[src/rtl/cpt_map.svh]
// Register offsets, field positions and reset values of the port/timer block
// Notes on behaviour
// - Port one: eight lines, each with its own direction bit; read/write.
// - Port one input lines, except 3 and 4 in two-wire serial, and all lines after reset are undriven.
// - Port one lines 3 and 4 go to two-wire serial when selected.
// - Port one never outputs low address bits; plain port except lines 3 and 4 in two-wire serial.
// - Port two: five lines with direction; only lines 3 and 4 reach pins.
// - Port two lines 0 and 2 carry frequency counter and baud clock inputs.
// - Serial control enables override port two direction; transmit enable also overrides line 4 value.
// - Timer: 16-bit free counter, 8-bit control/status, 16-bit capture.
// - Timer drives no output waveform onto any pin.
// - Capture input comes from the frequency counter input, port two line 0.
// - Capture flag sets on selected edge; read of capture clears it.
// - Compare flag sets when counter equals compare register.
// - Overflow flag sets on counter overflow; counter read clears it.
// - Control bits 4, 3, 2 enable capture, compare, overflow interrupts.
// - Control bit 1: zero falling edge capture, one rising edge.
// - Counter advances once per processor clock, no further division.
// - Emulation bypasses internal core; core outputs never drive buses.
// - Selected capture edge loads counter value into capture register.
// - Counter reads clear the overflow flag; a word store loads both bytes at once.
`ifndef CPT_MAP_SVH
`define CPT_MAP_SVH
`define CPT_ADDR_P1_DIR 5'h00
`define CPT_ADDR_P2_DIR 5'h01
`define CPT_ADDR_P1_VAL 5'h02
`define CPT_ADDR_P2_VAL 5'h03
`define CPT_ADDR_TCS 5'h08
`define CPT_ADDR_CNT 5'h09
`define CPT_ADDR_CMP 5'h0B
`define CPT_ADDR_CAP 5'h0D
`define CPT_ADDR_SER 5'h11
`define CPT_ADDR_SEL 5'h12
`define CPT_CNT_RST 16'h0000
`define CPT_CMP_RST 16'hFFFF
`define CPT_CNT_MAX 16'hFFFF
`define CPT_BIT_CAPF 7
`define CPT_BIT_CMPF 6
`define CPT_BIT_OVF 5
`define CPT_BIT_CAPE 4
`define CPT_BIT_CMPE 3
`define CPT_BIT_OVE 2
`define CPT_BIT_EDGE 1
`define CPT_BIT_RXEN 3
`define CPT_BIT_TXEN 1
`define CPT_BIT_I2C 2
`define CPT_LINE_RX 3
`define CPT_LINE_TX 4
`define CPT_LINE_FC 0
`define CPT_LINE_BAUD 2
`endif

[src/rtl/cpt_pkg.sv]
// Types shared by the port/timer block
package cpt_pkg;
  typedef enum logic [1:0] {
    CPT_IDLE,
    CPT_DONE
  } cpt_bus_state_type;
  typedef logic [15:0] cpt_word_type;
endpackage

[src/rtl/cpt_reg_if.sv]
// Register access strobes between bus slave and timer
`timescale 1ns/1ps
interface cpt_reg_if;
  logic wr;
  logic rd;
  logic [4:0] addr;
  logic [15:0] wdata;
  logic [1:0] be;
  modport slave (output wr, output rd, output addr, output wdata, output be);
  modport user (input wr, input rd, input addr, input wdata, input be);
endinterface

[src/rtl/cpt_port_line.sv]
// One general-purpose port line with direction and value
`timescale 1ns/1ps
module cpt_port_line (
  input wire logic clk_i,
  input wire logic reset_n_i,
  input wire logic dir_we_i,
  input wire logic dir_d_i,
  input wire logic val_we_i,
  input wire logic val_d_i,
  input wire logic pin_i,
  output logic dir_o,
  output logic rd_o,
  output logic pin_o,
  output logic pin_oe_o
);
  logic dir_ff;
  logic val_ff;
  always_ff @(posedge clk_i or negedge reset_n_i) begin
    if (!reset_n_i) begin
      dir_ff <= 1'b0;
    end else if (dir_we_i) begin
      dir_ff <= dir_d_i;
    end
  end
  always_ff @(posedge clk_i or negedge reset_n_i) begin
    if (!reset_n_i) begin
      val_ff <= 1'b0;
    end else if (val_we_i) begin
      val_ff <= val_d_i;
    end
  end
  assign dir_o = dir_ff;
  assign pin_oe_o = dir_ff;
  assign pin_o = val_ff;
  // Outputs read back latch, inputs read the pin
  assign rd_o = dir_ff ? val_ff : pin_i;
endmodule // cpt_port_line

[src/rtl/cpt_timer.sv]
// Free-running counter with capture, compare and overflow flags
`timescale 1ns/1ps
`include "cpt_map.svh"
module cpt_timer (
  input wire logic clk_i,
  input wire logic reset_n_i,
  cpt_reg_if.user reg_if,
  input wire logic capture_input_i,
  output logic [7:0] tcs_o,
  output logic [15:0] cnt_o,
  output logic [15:0] cmp_o,
  output logic [15:0] cap_o,
  output logic irq_o
);
  logic [15:0] cnt_ff;
  logic [15:0] cmp_ff;
  logic [15:0] cap_ff;
  logic [4:0] ctl_ff;
  logic capf_ff;
  logic cmpf_ff;
  logic ovf_ff;
  logic in_ff;
  logic edge_hit;
  logic cnt_wr;
  logic cnt_rd;
  logic cap_rd;
  assign cnt_wr = reg_if.wr && reg_if.addr == 5'(`CPT_ADDR_CNT);
  assign cnt_rd = reg_if.rd && reg_if.addr == 5'(`CPT_ADDR_CNT);
  assign cap_rd = reg_if.rd && reg_if.addr == 5'(`CPT_ADDR_CAP);
  always_ff @(posedge clk_i or negedge reset_n_i) begin
    if (!reset_n_i) begin
      in_ff <= 1'b0;
    end else begin
      in_ff <= capture_input_i;
    end
  end
  assign edge_hit = ctl_ff[`CPT_BIT_EDGE] ?
    (capture_input_i && !in_ff) : (!capture_input_i && in_ff);
  always_ff @(posedge clk_i or negedge reset_n_i) begin
    if (!reset_n_i) begin
      cnt_ff <= `CPT_CNT_RST;
    end else if (cnt_wr) begin
      if (reg_if.be[0]) cnt_ff[7:0] <= reg_if.wdata[7:0];
      if (reg_if.be[1]) cnt_ff[15:8] <= reg_if.wdata[15:8];
    end else begin
      cnt_ff <= cnt_ff + 16'h0001;
    end
  end
  always_ff @(posedge clk_i or negedge reset_n_i) begin
    if (!reset_n_i) begin
      cmp_ff <= `CPT_CMP_RST;
    end else if (reg_if.wr && reg_if.addr == 5'(`CPT_ADDR_CMP)) begin
      if (reg_if.be[0]) cmp_ff[7:0] <= reg_if.wdata[7:0];
      if (reg_if.be[1]) cmp_ff[15:8] <= reg_if.wdata[15:8];
    end
  end
  always_ff @(posedge clk_i or negedge reset_n_i) begin
    if (!reset_n_i) begin
      cap_ff <= `CPT_CNT_RST;
    end else if (edge_hit) begin
      cap_ff <= cnt_ff;
    end
  end
  always_ff @(posedge clk_i or negedge reset_n_i) begin
    if (!reset_n_i) begin
      ctl_ff <= 5'h00;
    end else if (reg_if.wr && reg_if.addr == 5'(`CPT_ADDR_TCS)
                 && reg_if.be[0]) begin
      ctl_ff <= reg_if.wdata[4:0];
    end
  end
  always_ff @(posedge clk_i or negedge reset_n_i) begin
    if (!reset_n_i) begin
      capf_ff <= 1'b0;
    end else if (edge_hit) begin
      capf_ff <= 1'b1;
    end else if (cap_rd) begin
      capf_ff <= 1'b0;
    end
  end
  // compare match flag; cleared by compare write
  always_ff @(posedge clk_i or negedge reset_n_i) begin
    if (!reset_n_i) begin
      cmpf_ff <= 1'b0;
    end else if (cnt_ff == cmp_ff) begin
      cmpf_ff <= 1'b1;
    end else if (reg_if.wr && reg_if.addr == 5'(`CPT_ADDR_CMP)) begin
      cmpf_ff <= 1'b0;
    end
  end
  always_ff @(posedge clk_i or negedge reset_n_i) begin
    if (!reset_n_i) begin
      ovf_ff <= 1'b0;
    end else if (!cnt_wr && cnt_ff == `CPT_CNT_MAX) begin
      ovf_ff <= 1'b1;
    end else if (cnt_rd) begin
      ovf_ff <= 1'b0;
    end
  end
  assign tcs_o = {capf_ff, cmpf_ff, ovf_ff, ctl_ff};
  assign cnt_o = cnt_ff;
  assign cmp_o = cmp_ff;
  assign cap_o = cap_ff;
  assign irq_o = (capf_ff && ctl_ff[`CPT_BIT_CAPE]) ||
                 (cmpf_ff && ctl_ff[`CPT_BIT_CMPE]) ||
                 (ovf_ff && ctl_ff[`CPT_BIT_OVE]);
endmodule // cpt_timer

[src/rtl/cpt_top.sv]
// Port/timer peripheral kernel with Avalon-MM register slave
//
// The register offsets and the Avalon-MM register port were left to the implementer.
`timescale 1ns/1ps
`include "cpt_map.svh"
module cpt_top (
  input wire logic clk_i,
  input wire logic reset_n_i,
  input wire logic [4:0] avs_address_i,
  input wire logic avs_read_i,
  input wire logic avs_write_i,
  input wire logic [31:0] avs_writedata_i,
  input wire logic [3:0] avs_byteenable_i,
  output logic [31:0] avs_readdata_o,
  output logic avs_waitrequest_o,
  input wire logic emulation_select_pin_i,
  input wire logic [7:0] port_one_pin_i,
  output logic [7:0] port_one_pin_o,
  output logic [7:0] port_one_pin_oe_o,
  input wire logic [4:3] port_two_pin_i,
  output logic [4:3] port_two_pin_o,
  output logic [4:3] port_two_pin_oe_o,
  input wire logic frequency_counter_i,
  input wire logic baud_clock_i,
  input wire logic serial_tx_i,
  output logic serial_rx_o,
  input wire logic i2c_scl_i,
  input wire logic i2c_scl_oe_i,
  input wire logic i2c_sda_i,
  input wire logic i2c_sda_oe_i,
  output logic i2c_scl_o,
  output logic i2c_sda_o,
  output logic interrupt_request_line_o,
  output logic core_bus_enable_o
);
  cpt_reg_if reg_if ();
  cpt_pkg::cpt_bus_state_type state_ff;
  logic [31:0] rdata_ff;
  logic [31:0] nxt_rdata;
  logic [7:0] ser_ff;
  logic [7:0] sel_ff;
  logic [7:0] p1_dir, p1_rd, p1_o, p1_oe;
  logic [4:0] p2_dir, p2_rd, p2_o, p2_oe, p2_in;
  logic [7:0] tcs;
  logic [15:0] cnt, cmp, cap;
  logic irq;
  logic req;
  logic hit_p1d, hit_p1v, hit_p2d, hit_p2v;
  assign req = (avs_read_i || avs_write_i) && state_ff == cpt_pkg::CPT_IDLE;
  assign reg_if.wr = req && avs_write_i;
  assign reg_if.rd = req && avs_read_i;
  assign reg_if.addr = avs_address_i;
  assign reg_if.wdata = avs_writedata_i[15:0];
  assign reg_if.be = avs_byteenable_i[1:0];
  assign hit_p1d = reg_if.wr && avs_address_i == 5'(`CPT_ADDR_P1_DIR);
  assign hit_p1v = reg_if.wr && avs_address_i == 5'(`CPT_ADDR_P1_VAL);
  assign hit_p2d = reg_if.wr && avs_address_i == 5'(`CPT_ADDR_P2_DIR);
  assign hit_p2v = reg_if.wr && avs_address_i == 5'(`CPT_ADDR_P2_VAL);
  // One wait cycle per access; answer on second cycle
  always_ff @(posedge clk_i or negedge reset_n_i) begin
    if (!reset_n_i) begin
      state_ff <= cpt_pkg::CPT_IDLE;
    end else begin
      unique case (state_ff)
        cpt_pkg::CPT_IDLE: begin
          if (avs_read_i || avs_write_i) state_ff <= cpt_pkg::CPT_DONE;
        end
        cpt_pkg::CPT_DONE: state_ff <= cpt_pkg::CPT_IDLE;
      endcase
    end
  end
  assign avs_waitrequest_o = state_ff != cpt_pkg::CPT_DONE;
  always_comb begin
    nxt_rdata = 32'h0000_0000;
    unique case (avs_address_i)
      5'(`CPT_ADDR_P1_DIR): nxt_rdata[7:0] = p1_dir;
      5'(`CPT_ADDR_P2_DIR): nxt_rdata[4:0] = p2_dir;
      5'(`CPT_ADDR_P1_VAL): nxt_rdata[7:0] = p1_rd;
      5'(`CPT_ADDR_P2_VAL): nxt_rdata[4:0] = p2_rd;
      5'(`CPT_ADDR_TCS): nxt_rdata[7:0] = tcs;
      5'(`CPT_ADDR_CNT): nxt_rdata[15:0] = cnt;
      5'(`CPT_ADDR_CMP): nxt_rdata[15:0] = cmp;
      5'(`CPT_ADDR_CAP): nxt_rdata[15:0] = cap;
      5'(`CPT_ADDR_SER): nxt_rdata[7:0] = ser_ff;
      5'(`CPT_ADDR_SEL): nxt_rdata[7:0] = sel_ff;
      default: nxt_rdata = 32'h0000_0000;
    endcase
  end
  // Read data sampled at the taking edge, so clear-on-read is consistent
  always_ff @(posedge clk_i or negedge reset_n_i) begin
    if (!reset_n_i) begin
      rdata_ff <= 32'h0000_0000;
    end else if (reg_if.rd) begin
      rdata_ff <= nxt_rdata;
    end
  end
  assign avs_readdata_o = rdata_ff;
  always_ff @(posedge clk_i or negedge reset_n_i) begin
    if (!reset_n_i) begin
      ser_ff <= 8'h00;
    end else if (reg_if.wr && avs_address_i == 5'(`CPT_ADDR_SER)
                 && avs_byteenable_i[0]) begin
      ser_ff <= avs_writedata_i[7:0];
    end
  end
  always_ff @(posedge clk_i or negedge reset_n_i) begin
    if (!reset_n_i) begin
      sel_ff <= 8'h00;
    end else if (reg_if.wr && avs_address_i == 5'(`CPT_ADDR_SEL)
                 && avs_byteenable_i[0]) begin
      sel_ff <= avs_writedata_i[7:0];
    end
  end
  // port one lines, plain I/O only
  for (genvar i = 0; i < 8; i++) begin : g_p1
    cpt_port_line u_line (
      .clk_i(clk_i),
      .reset_n_i(reset_n_i),
      .dir_we_i(hit_p1d && avs_byteenable_i[0]),
      .dir_d_i(avs_writedata_i[i]),
      .val_we_i(hit_p1v && avs_byteenable_i[0]),
      .val_d_i(avs_writedata_i[i]),
      .pin_i(port_one_pin_i[i]),
      .dir_o(p1_dir[i]),
      .rd_o(p1_rd[i]),
      .pin_o(p1_o[i]),
      .pin_oe_o(p1_oe[i])
    );
  end
  assign p2_in = {port_two_pin_i, baud_clock_i, 1'b0, frequency_counter_i};
  for (genvar i = 0; i < 5; i++) begin : g_p2
    cpt_port_line u_line (
      .clk_i(clk_i),
      .reset_n_i(reset_n_i),
      .dir_we_i(hit_p2d && avs_byteenable_i[0]),
      .dir_d_i(avs_writedata_i[i]),
      .val_we_i(hit_p2v && avs_byteenable_i[0]),
      .val_d_i(avs_writedata_i[i]),
      .pin_i(p2_in[i]),
      .dir_o(p2_dir[i]),
      .rd_o(p2_rd[i]),
      .pin_o(p2_o[i]),
      .pin_oe_o(p2_oe[i])
    );
  end
  // two-wire serial shares lines 3 and 4
  always_comb begin
    port_one_pin_o = p1_o;
    port_one_pin_oe_o = p1_oe;
    if (sel_ff[`CPT_BIT_I2C]) begin
      port_one_pin_o[3] = 1'b0;
      port_one_pin_oe_o[3] = i2c_scl_oe_i;
      port_one_pin_o[4] = 1'b0;
      port_one_pin_oe_o[4] = i2c_sda_oe_i;
    end
  end
  assign i2c_scl_o = port_one_pin_i[3] && i2c_scl_i;
  assign i2c_sda_o = port_one_pin_i[4] && i2c_sda_i;
  always_comb begin
    port_two_pin_o = p2_o[4:3];
    port_two_pin_oe_o = p2_oe[4:3];
    if (ser_ff[`CPT_BIT_RXEN]) port_two_pin_oe_o[`CPT_LINE_RX] = 1'b0;
    if (ser_ff[`CPT_BIT_TXEN]) begin
      port_two_pin_oe_o[`CPT_LINE_TX] = 1'b1;
      port_two_pin_o[`CPT_LINE_TX] = serial_tx_i;
    end
  end
  assign serial_rx_o = port_two_pin_i[`CPT_LINE_RX];
  // timer, no pin output, fed by frequency counter
  cpt_timer u_timer (
    .clk_i(clk_i),
    .reset_n_i(reset_n_i),
    .reg_if(reg_if),
    .capture_input_i(frequency_counter_i),
    .tcs_o(tcs),
    .cnt_o(cnt),
    .cmp_o(cmp),
    .cap_o(cap),
    .irq_o(irq)
  );
  assign interrupt_request_line_o = irq;
  // emulation removes the internal core from the buses
  assign core_bus_enable_o = !emulation_select_pin_i;
endmodule // cpt_top

[config.mk]
export PLATFORM = sky130hd
export DESIGN_NAME = cpt_top
export DESIGN_NICKNAME = d
export VERILOG_FILES = /design/src/rtl/cpt_pkg.sv /design/src/rtl/cpt_reg_if.sv /design/src/rtl/cpt_port_line.sv /design/src/rtl/cpt_timer.sv /design/src/rtl/cpt_top.sv
export VERILOG_INCLUDE_DIRS = /design/src /design/src/rtl
export SDC_FILE = /design/constraint.sdc
export NUM_CORES = 1
export LEC_CHECK = 0
export BUFFER_PORTS_ARGS = -buffer_cell sky130_fd_sc_hd__clkbuf_2
export CAP_MARGIN = 30
export CORE_ASPECT_RATIO = 1.2
export CORE_MARGIN = 3
export CORE_UTILIZATION = 35
export CTS_BUF_LIST = sky130_fd_sc_hd__clkbuf_2 sky130_fd_sc_hd__clkbuf_4 sky130_fd_sc_hd__clkbuf_8
export CTS_CLUSTER_SIZE = 24
export DETAILED_ROUTE_END_ITERATION = 8
export PLACE_DENSITY = 0.57
export SYNTH_ARGS = -nofsm -noshare
export SYNTH_HDL_FRONTEND = slang
export SYNTH_SLANG_ARGS = --single-unit
[constraint.sdc]
create_clock -name clk_i -period 3 [get_ports clk_i]
set_clock_uncertainty 0.15 [all_clocks]
set_input_delay 0.15 -clock clk_i [delete_from_list [all_inputs] [get_ports clk_i]]
set_output_delay 0.15 -clock clk_i [all_outputs]
set_load 0.05 [all_outputs]
Word-level counts from Yosys, hierarchy flattened
Cells that the tools add are included.

Add/sub/neg operators: 1. Equal/unequal tests: 16. Mux-type cells: 33. Reduce and logical (&&, ||, !) cells: 43.

Operator list (number): one-hot mux 5 bit (10 select lines) (1); logical AND 1 bit (29); one-hot mux 3 bit (8 select lines) (1); one-hot mux 8 bit (3 select lines) (1); two-way mux 1 bit (23); == test 5 x 4 -> 1 bit (second input constant) (4); adder 16 x 1 -> 16 bit (second input constant) (1); == test 16 bit (1); == test 16 bit (second input constant) (1); two-way mux 16 bit (1); two-way mux 8 bit (2); == test 5 x 2 -> 1 bit (second input constant) (2); == test 5 bit (second input constant) (2); two-way mux 2 bit (3); != test 2 bit (second input constant) (3); nonzero test 2 bit (3); == test 5 x 1 -> 1 bit (second input constant) (1); zero test 5 bit (1); zero test 1 bit (4); one-hot mux 2 bit (2 select lines) (1); AND reduction 2 bit (2); logical OR 1 bit (3); == test 2 x 1 -> 1 bit (second input constant) (1); zero test 2 bit (1); != test 2 x 1 -> 1 bit (second input constant) (1).

Flip-flop bits (word level): 117. Output and inout port bits: 58.

Depth between registers and ports, before layout
Depth after elaboration: 7. Depth in mapped cells: 8.

By module
A second synthesis with hierarchy kept.

Cells, all modules: 582. Area, all modules: 6732.7 um^2.

By module, submodules not included: cpt_timer (times used 1, cells an instance 245, area an instance 2836.5 um^2); cpt_top (times used 1, cells an instance 259, area an instance 2562.5 um^2); cpt_port_line (times used 13, cells an instance 6, area an instance 102.6 um^2).

Least setup slack after synthesis
No wires, ideal clock.

Path type: register to register. Start: register state_ff[0]. End: register g_p2[0].u_line.val_ff. Arrival: 1608 ps. Data required time: 2725 ps. Path slack: 1117 ps. Cell stages (with the launch flop): 6. Buffers on the path: 1. Period minus slack after synthesis: 1883 ps. Path through: dfrtp_1 > nor2b_1 > clkbuf_1 > nand2_1 > nor2_1 > mux2_2.

Longest elaborated chain between the ends: 5.

RTL lines: start: declaration (line cpt_top.sv:37) `cpt_pkg::cpt_bus_state_type state_ff;`; start signal: assignment (line cpt_top.sv:62) `state_ff <= cpt_pkg::CPT_IDLE;`; start signal: assignment (line cpt_top.sv:66) `if (avs_read_i || avs_write_i) state_ff <= cpt_pkg::CPT_DONE;`; start signal: assignment (line cpt_top.sv:68) `cpt_pkg::CPT_DONE: state_ff <= cpt_pkg::CPT_IDLE;`; zero test 2 bit (line cpt_top.sv:49) `assign req = (avs_read_i || avs_write_i) && state_ff == cpt_pkg::CPT_IDLE;`; logical AND 1 bit (line cpt_top.sv:49); logical AND 1 bit (line cpt_top.sv:50) `assign reg_if.wr = req && avs_write_i;`; logical AND 1 bit (line cpt_top.sv:58) `` assign hit_p2v = reg_if.wr && avs_address_i == 5'(`CPT_ADDR_P2_VAL); ``; logical AND 1 bit (line cpt_top.sv:137) `.val_we_i(hit_p2v && avs_byteenable_i[0]),`; end signal: assignment (line cpt_port_line.sv:29) `val_ff <= val_d_i;`; end: declaration (line cpt_port_line.sv:17) `logic val_ff;`.

Every way passes these cells. A chain may end at the register's enable or synchronous reset.

Worst setup path after layout
Start: register state_ff[0]. End: register rdata_ff[2], in the netlist avs_readdata_o[2].

Longest elaborated chain between the ends: 3.

RTL lines: zero test 2 bit (line cpt_top.sv:49); logical AND 1 bit (line cpt_top.sv:49); logical AND 1 bit (line cpt_top.sv:51) `assign reg_if.rd = req && avs_read_i;`; end signal: assignment (line cpt_top.sv:94) `rdata_ff <= nxt_rdata;`; end: declaration (line cpt_top.sv:38) `logic [31:0] rdata_ff;`.

Every way passes these cells.

==> reports/summary.txt <==
Vias in the first global route: 4819
Pins Over Slew Limit: 0
Crit. End Element: flop
Hpwl dp: 12140 um
Final setup viols: 0
Crit path time final: 2129 ps
WP data required: 3170 ps
Final Hold Viols: 0
Gp weighted congestion: 0.8822
Crit-path slowest cell: a211oi_1
Mean post-synth cell area: 11.12 um2
Drt drc: 0
Layout cell share with drive strength beyond 1: 35.59%
Initial antenna violation count: 0
Initial DRC count: 312
Leakage: 3.378 nW
Main flop type after synthesis: dfrtp_1
Pin count of the biggest net entering global routing: 54
Tcrit/Tclk final: 70.96%
Ant diodes: 0
Post-CTS Hold Fix Bufs: 21
Final setup margin: 871.2 ps
Die area: 0.01934 mm2
Slew headroom: 48.12%
Worst-path clk slew: 70 ps
Peak supply drop: 387.4 uV
Yosys Warn Count: 0
Worst-Margin Slew: 773.6 ps
Die Y: 151.8 um
Startpoint types: flop
Cts repair resizes: 0
Post-synthesis sequential area ratio: 47.17%
Final WL: 16940 um
Crit path DAT: 2300 ps
DR vias/cell: 5.389
Max Clk Rate: 469.8 MHz
Total power: 0.004601 W
Core Region: 0.01711 mm2
GRT Total Usage: 18.32%
Setup TNS: 0 ps
Max Cap Violations: 0
Layout area overhead: 18.09%
PD cells: 628.7 mW/mm2
Pre-CTS setup slack: 681.2 ps
Critical Path Fanout Max: 10
CTS tree: built
ANT nets after route: 0
Biggest cell delay along the critical path: 730 ps
Root Driver: clkbuf_8
CTS Buffer Depth: 2
Initial Util: 36.21%
FFs w/ async S/R, synth: 100.0%
Port Buf Inserts: 86
Via count: 4753
Sink Count: 116
First-pass GRT wire length: 27150 um
Postcts setup bufs: 0
Post-Syn Instances: 557
Worst hold margin: 28.04 ps
#FFs+latches synth: 116
Avg WL per Cell: 19.21 um
Gr ovfl total: 0
Mapped Area: 0.006196 mm2
Outcome: finished clean
Top-Level Pins: 121
RSZ-0062 raised after global routing: false
Crit-path cells: nand2b_1 -> a211oi_1 -> o21bai_1 -> a31oi_1
Initial DRT Pass Iterations: 4
WS Path Type: flop to flop
Netlist cell types: 67
Number of flops mapped to enable cells by yosys: 0
Post-layout net count: 717
HP Class: primary input to asynchronous set/reset pin
Fill cells: 1686
Std cell rows: 52
Clock Latency Late Sink: 440 ps
Num CTS Buffers: 17
# H-tree levels: 4
Die width: 127.5 um
[final cells by class]
class                   count  area [um2]  share of cell area (%)
inverters                   8       30.03                  0.4104
clock inverters             9       103.9                   1.419
flip-flops and latches    116        2923                   39.95
well taps                 216       270.3                   3.694
repair buffers            122       768.2                   10.50
multi-input cells         388        2930                   40.05
clock buffers              23       291.5                   3.984
[layout by cell type, fill, tap and decap left out, drive strengths merged, types with 15 or more instances in the layout]
master / Yosys / routed
nor2: 41 / 41
mux2: 81 / 81
nand2: 28 / 28
mux2i: 24 / 24
conb: 1 / 16
dfrtp: 100 / 100
nor3: 16 / 16
buf: 46 / 16
clkbuf: 14 / 108
dlygate4sd3: 0 / 21
o21ai: 17 / 17
dfstp: 16 / 16
a21oi: 15 / 15
[stage by stage]
stage	area, um2	std cells	util, %
2_1_floorplan	6252	572	-
3_3_place_gp	6711	829	39.22
3_5_place_dp	6711	829	39.22
4_1_cts	7317	882	42.76
5_1_grt	7317	882	42.76
6_report	7317	882	42.76
[sequential cells by signal (all words and copies together) (netlist names), 5 cells and up]
name / flops
g_p2.u_line.pin_o: 5
u_timer.cnt_o: 16
u_timer.cmp_o: 16
sel_ff: 8
avs_readdata_o: 16
g_p1.u_line.dir_o: 8
u_timer.cap_o: 16
u_timer.ctl_ff: 5
ser_ff: 8
g_p2.u_line.dir_o: 5
g_p1.u_line.pin_o: 8
[layer usage]
layer  up-vias  track usage, %  wire length (um)
li1       2178               -                 -
met1      2383           24.06              7408
met2       172           30.06              8325
met3        20           4.102               930
met4         0           6.009               274
met5         -               0                 0
[synthesized netlist by cell type, types with 9 or more instances]
| cell | n | area share (%) |
|---|---|---|
| a211oi_1 | 12 | 1.5 |
| a21oi_1 | 15 | 1.2 |
| buf_2 | 13 | 1.1 |
| buf_4 | 32 | 3.9 |
| clkbuf_1 | 14 | 0.85 |
| dfrtp_1 | 100 | 40 |
| dfstp_2 | 16 | 6.8 |
| mux2_2 | 73 | 13 |
| mux2i_1 | 24 | 3.9 |
| nand2_1 | 28 | 1.7 |
| nand3_1 | 9 | 0.73 |
| nor2_1 | 39 | 2.4 |
| nor3_1 | 13 | 1.1 |
| o21ai_0 | 16 | 1.3 |
| xnor2_1 | 9 | 1.3 |
[power by group]
| group | switching [W] | total [W] | internal (W) |
|---|---|---|---|
| Clock | 0.000640 | 0.00145 | 0.000813 |
| Sequential | 0.000301 | 0.00214 | 0.00184 |
| Combinational | 0.000587 | 0.00100 | 0.000418 |
| Total | 0.00153 | 0.00460 | 0.00307 |
[logic make-up after synthesis]
logic type                 synth area share, %
and+or+nand+nor                          13.57
DFF                                      47.17
muxes                                    18.60
AOI/OAI and AO/OA                        11.55
buffers and inverters                    6.442
xor gates and xnor gates                 2.403
adders and majority gates               0.2019
other                                  0.06052
[worst max-delay path, delay by kind of cell (launching register included)]
family / cells / cell delay [ps]
AOI/OAI and AO/OA: 3 / 990
DFF: 1 / 440
and+or+nand+nor: 1 / 420
[worst paths after layout]
| kind | from | endpoint | slack [ps] | cells past startpoint |
|---|---|---|---|---|
| setup / recovery | state_ff[0]$_DFFE_PN0P_ | avs_readdata_o[2]$_DFFE_PN0P_ | 870 | 4 |
| max in group asynchronous | reset_n_i | u_timer.cmp_o[7]$_DFFE_PN1P_ | 1840 | 3 |
| hold / removal | reset_n_i | avs_readdata_o[12]$_DFFE_PN0P_ | 30 | 2 |
| setup reg to reg | state_ff[0]$_DFFE_PN0P_ | avs_readdata_o[2]$_DFFE_PN0P_ | 870 | 4 |
| min in group clk_i | baud_clock_i | avs_readdata_o[2]$_DFFE_PN0P_ | 40 | 5 |
| hold reg to reg | avs_readdata_o[11]$_DFFE_PN0P_ | avs_readdata_o[11]$_DFFE_PN0P_ | 330 | 2 |
Note: power is estimated with default switching activity, not from simulation.
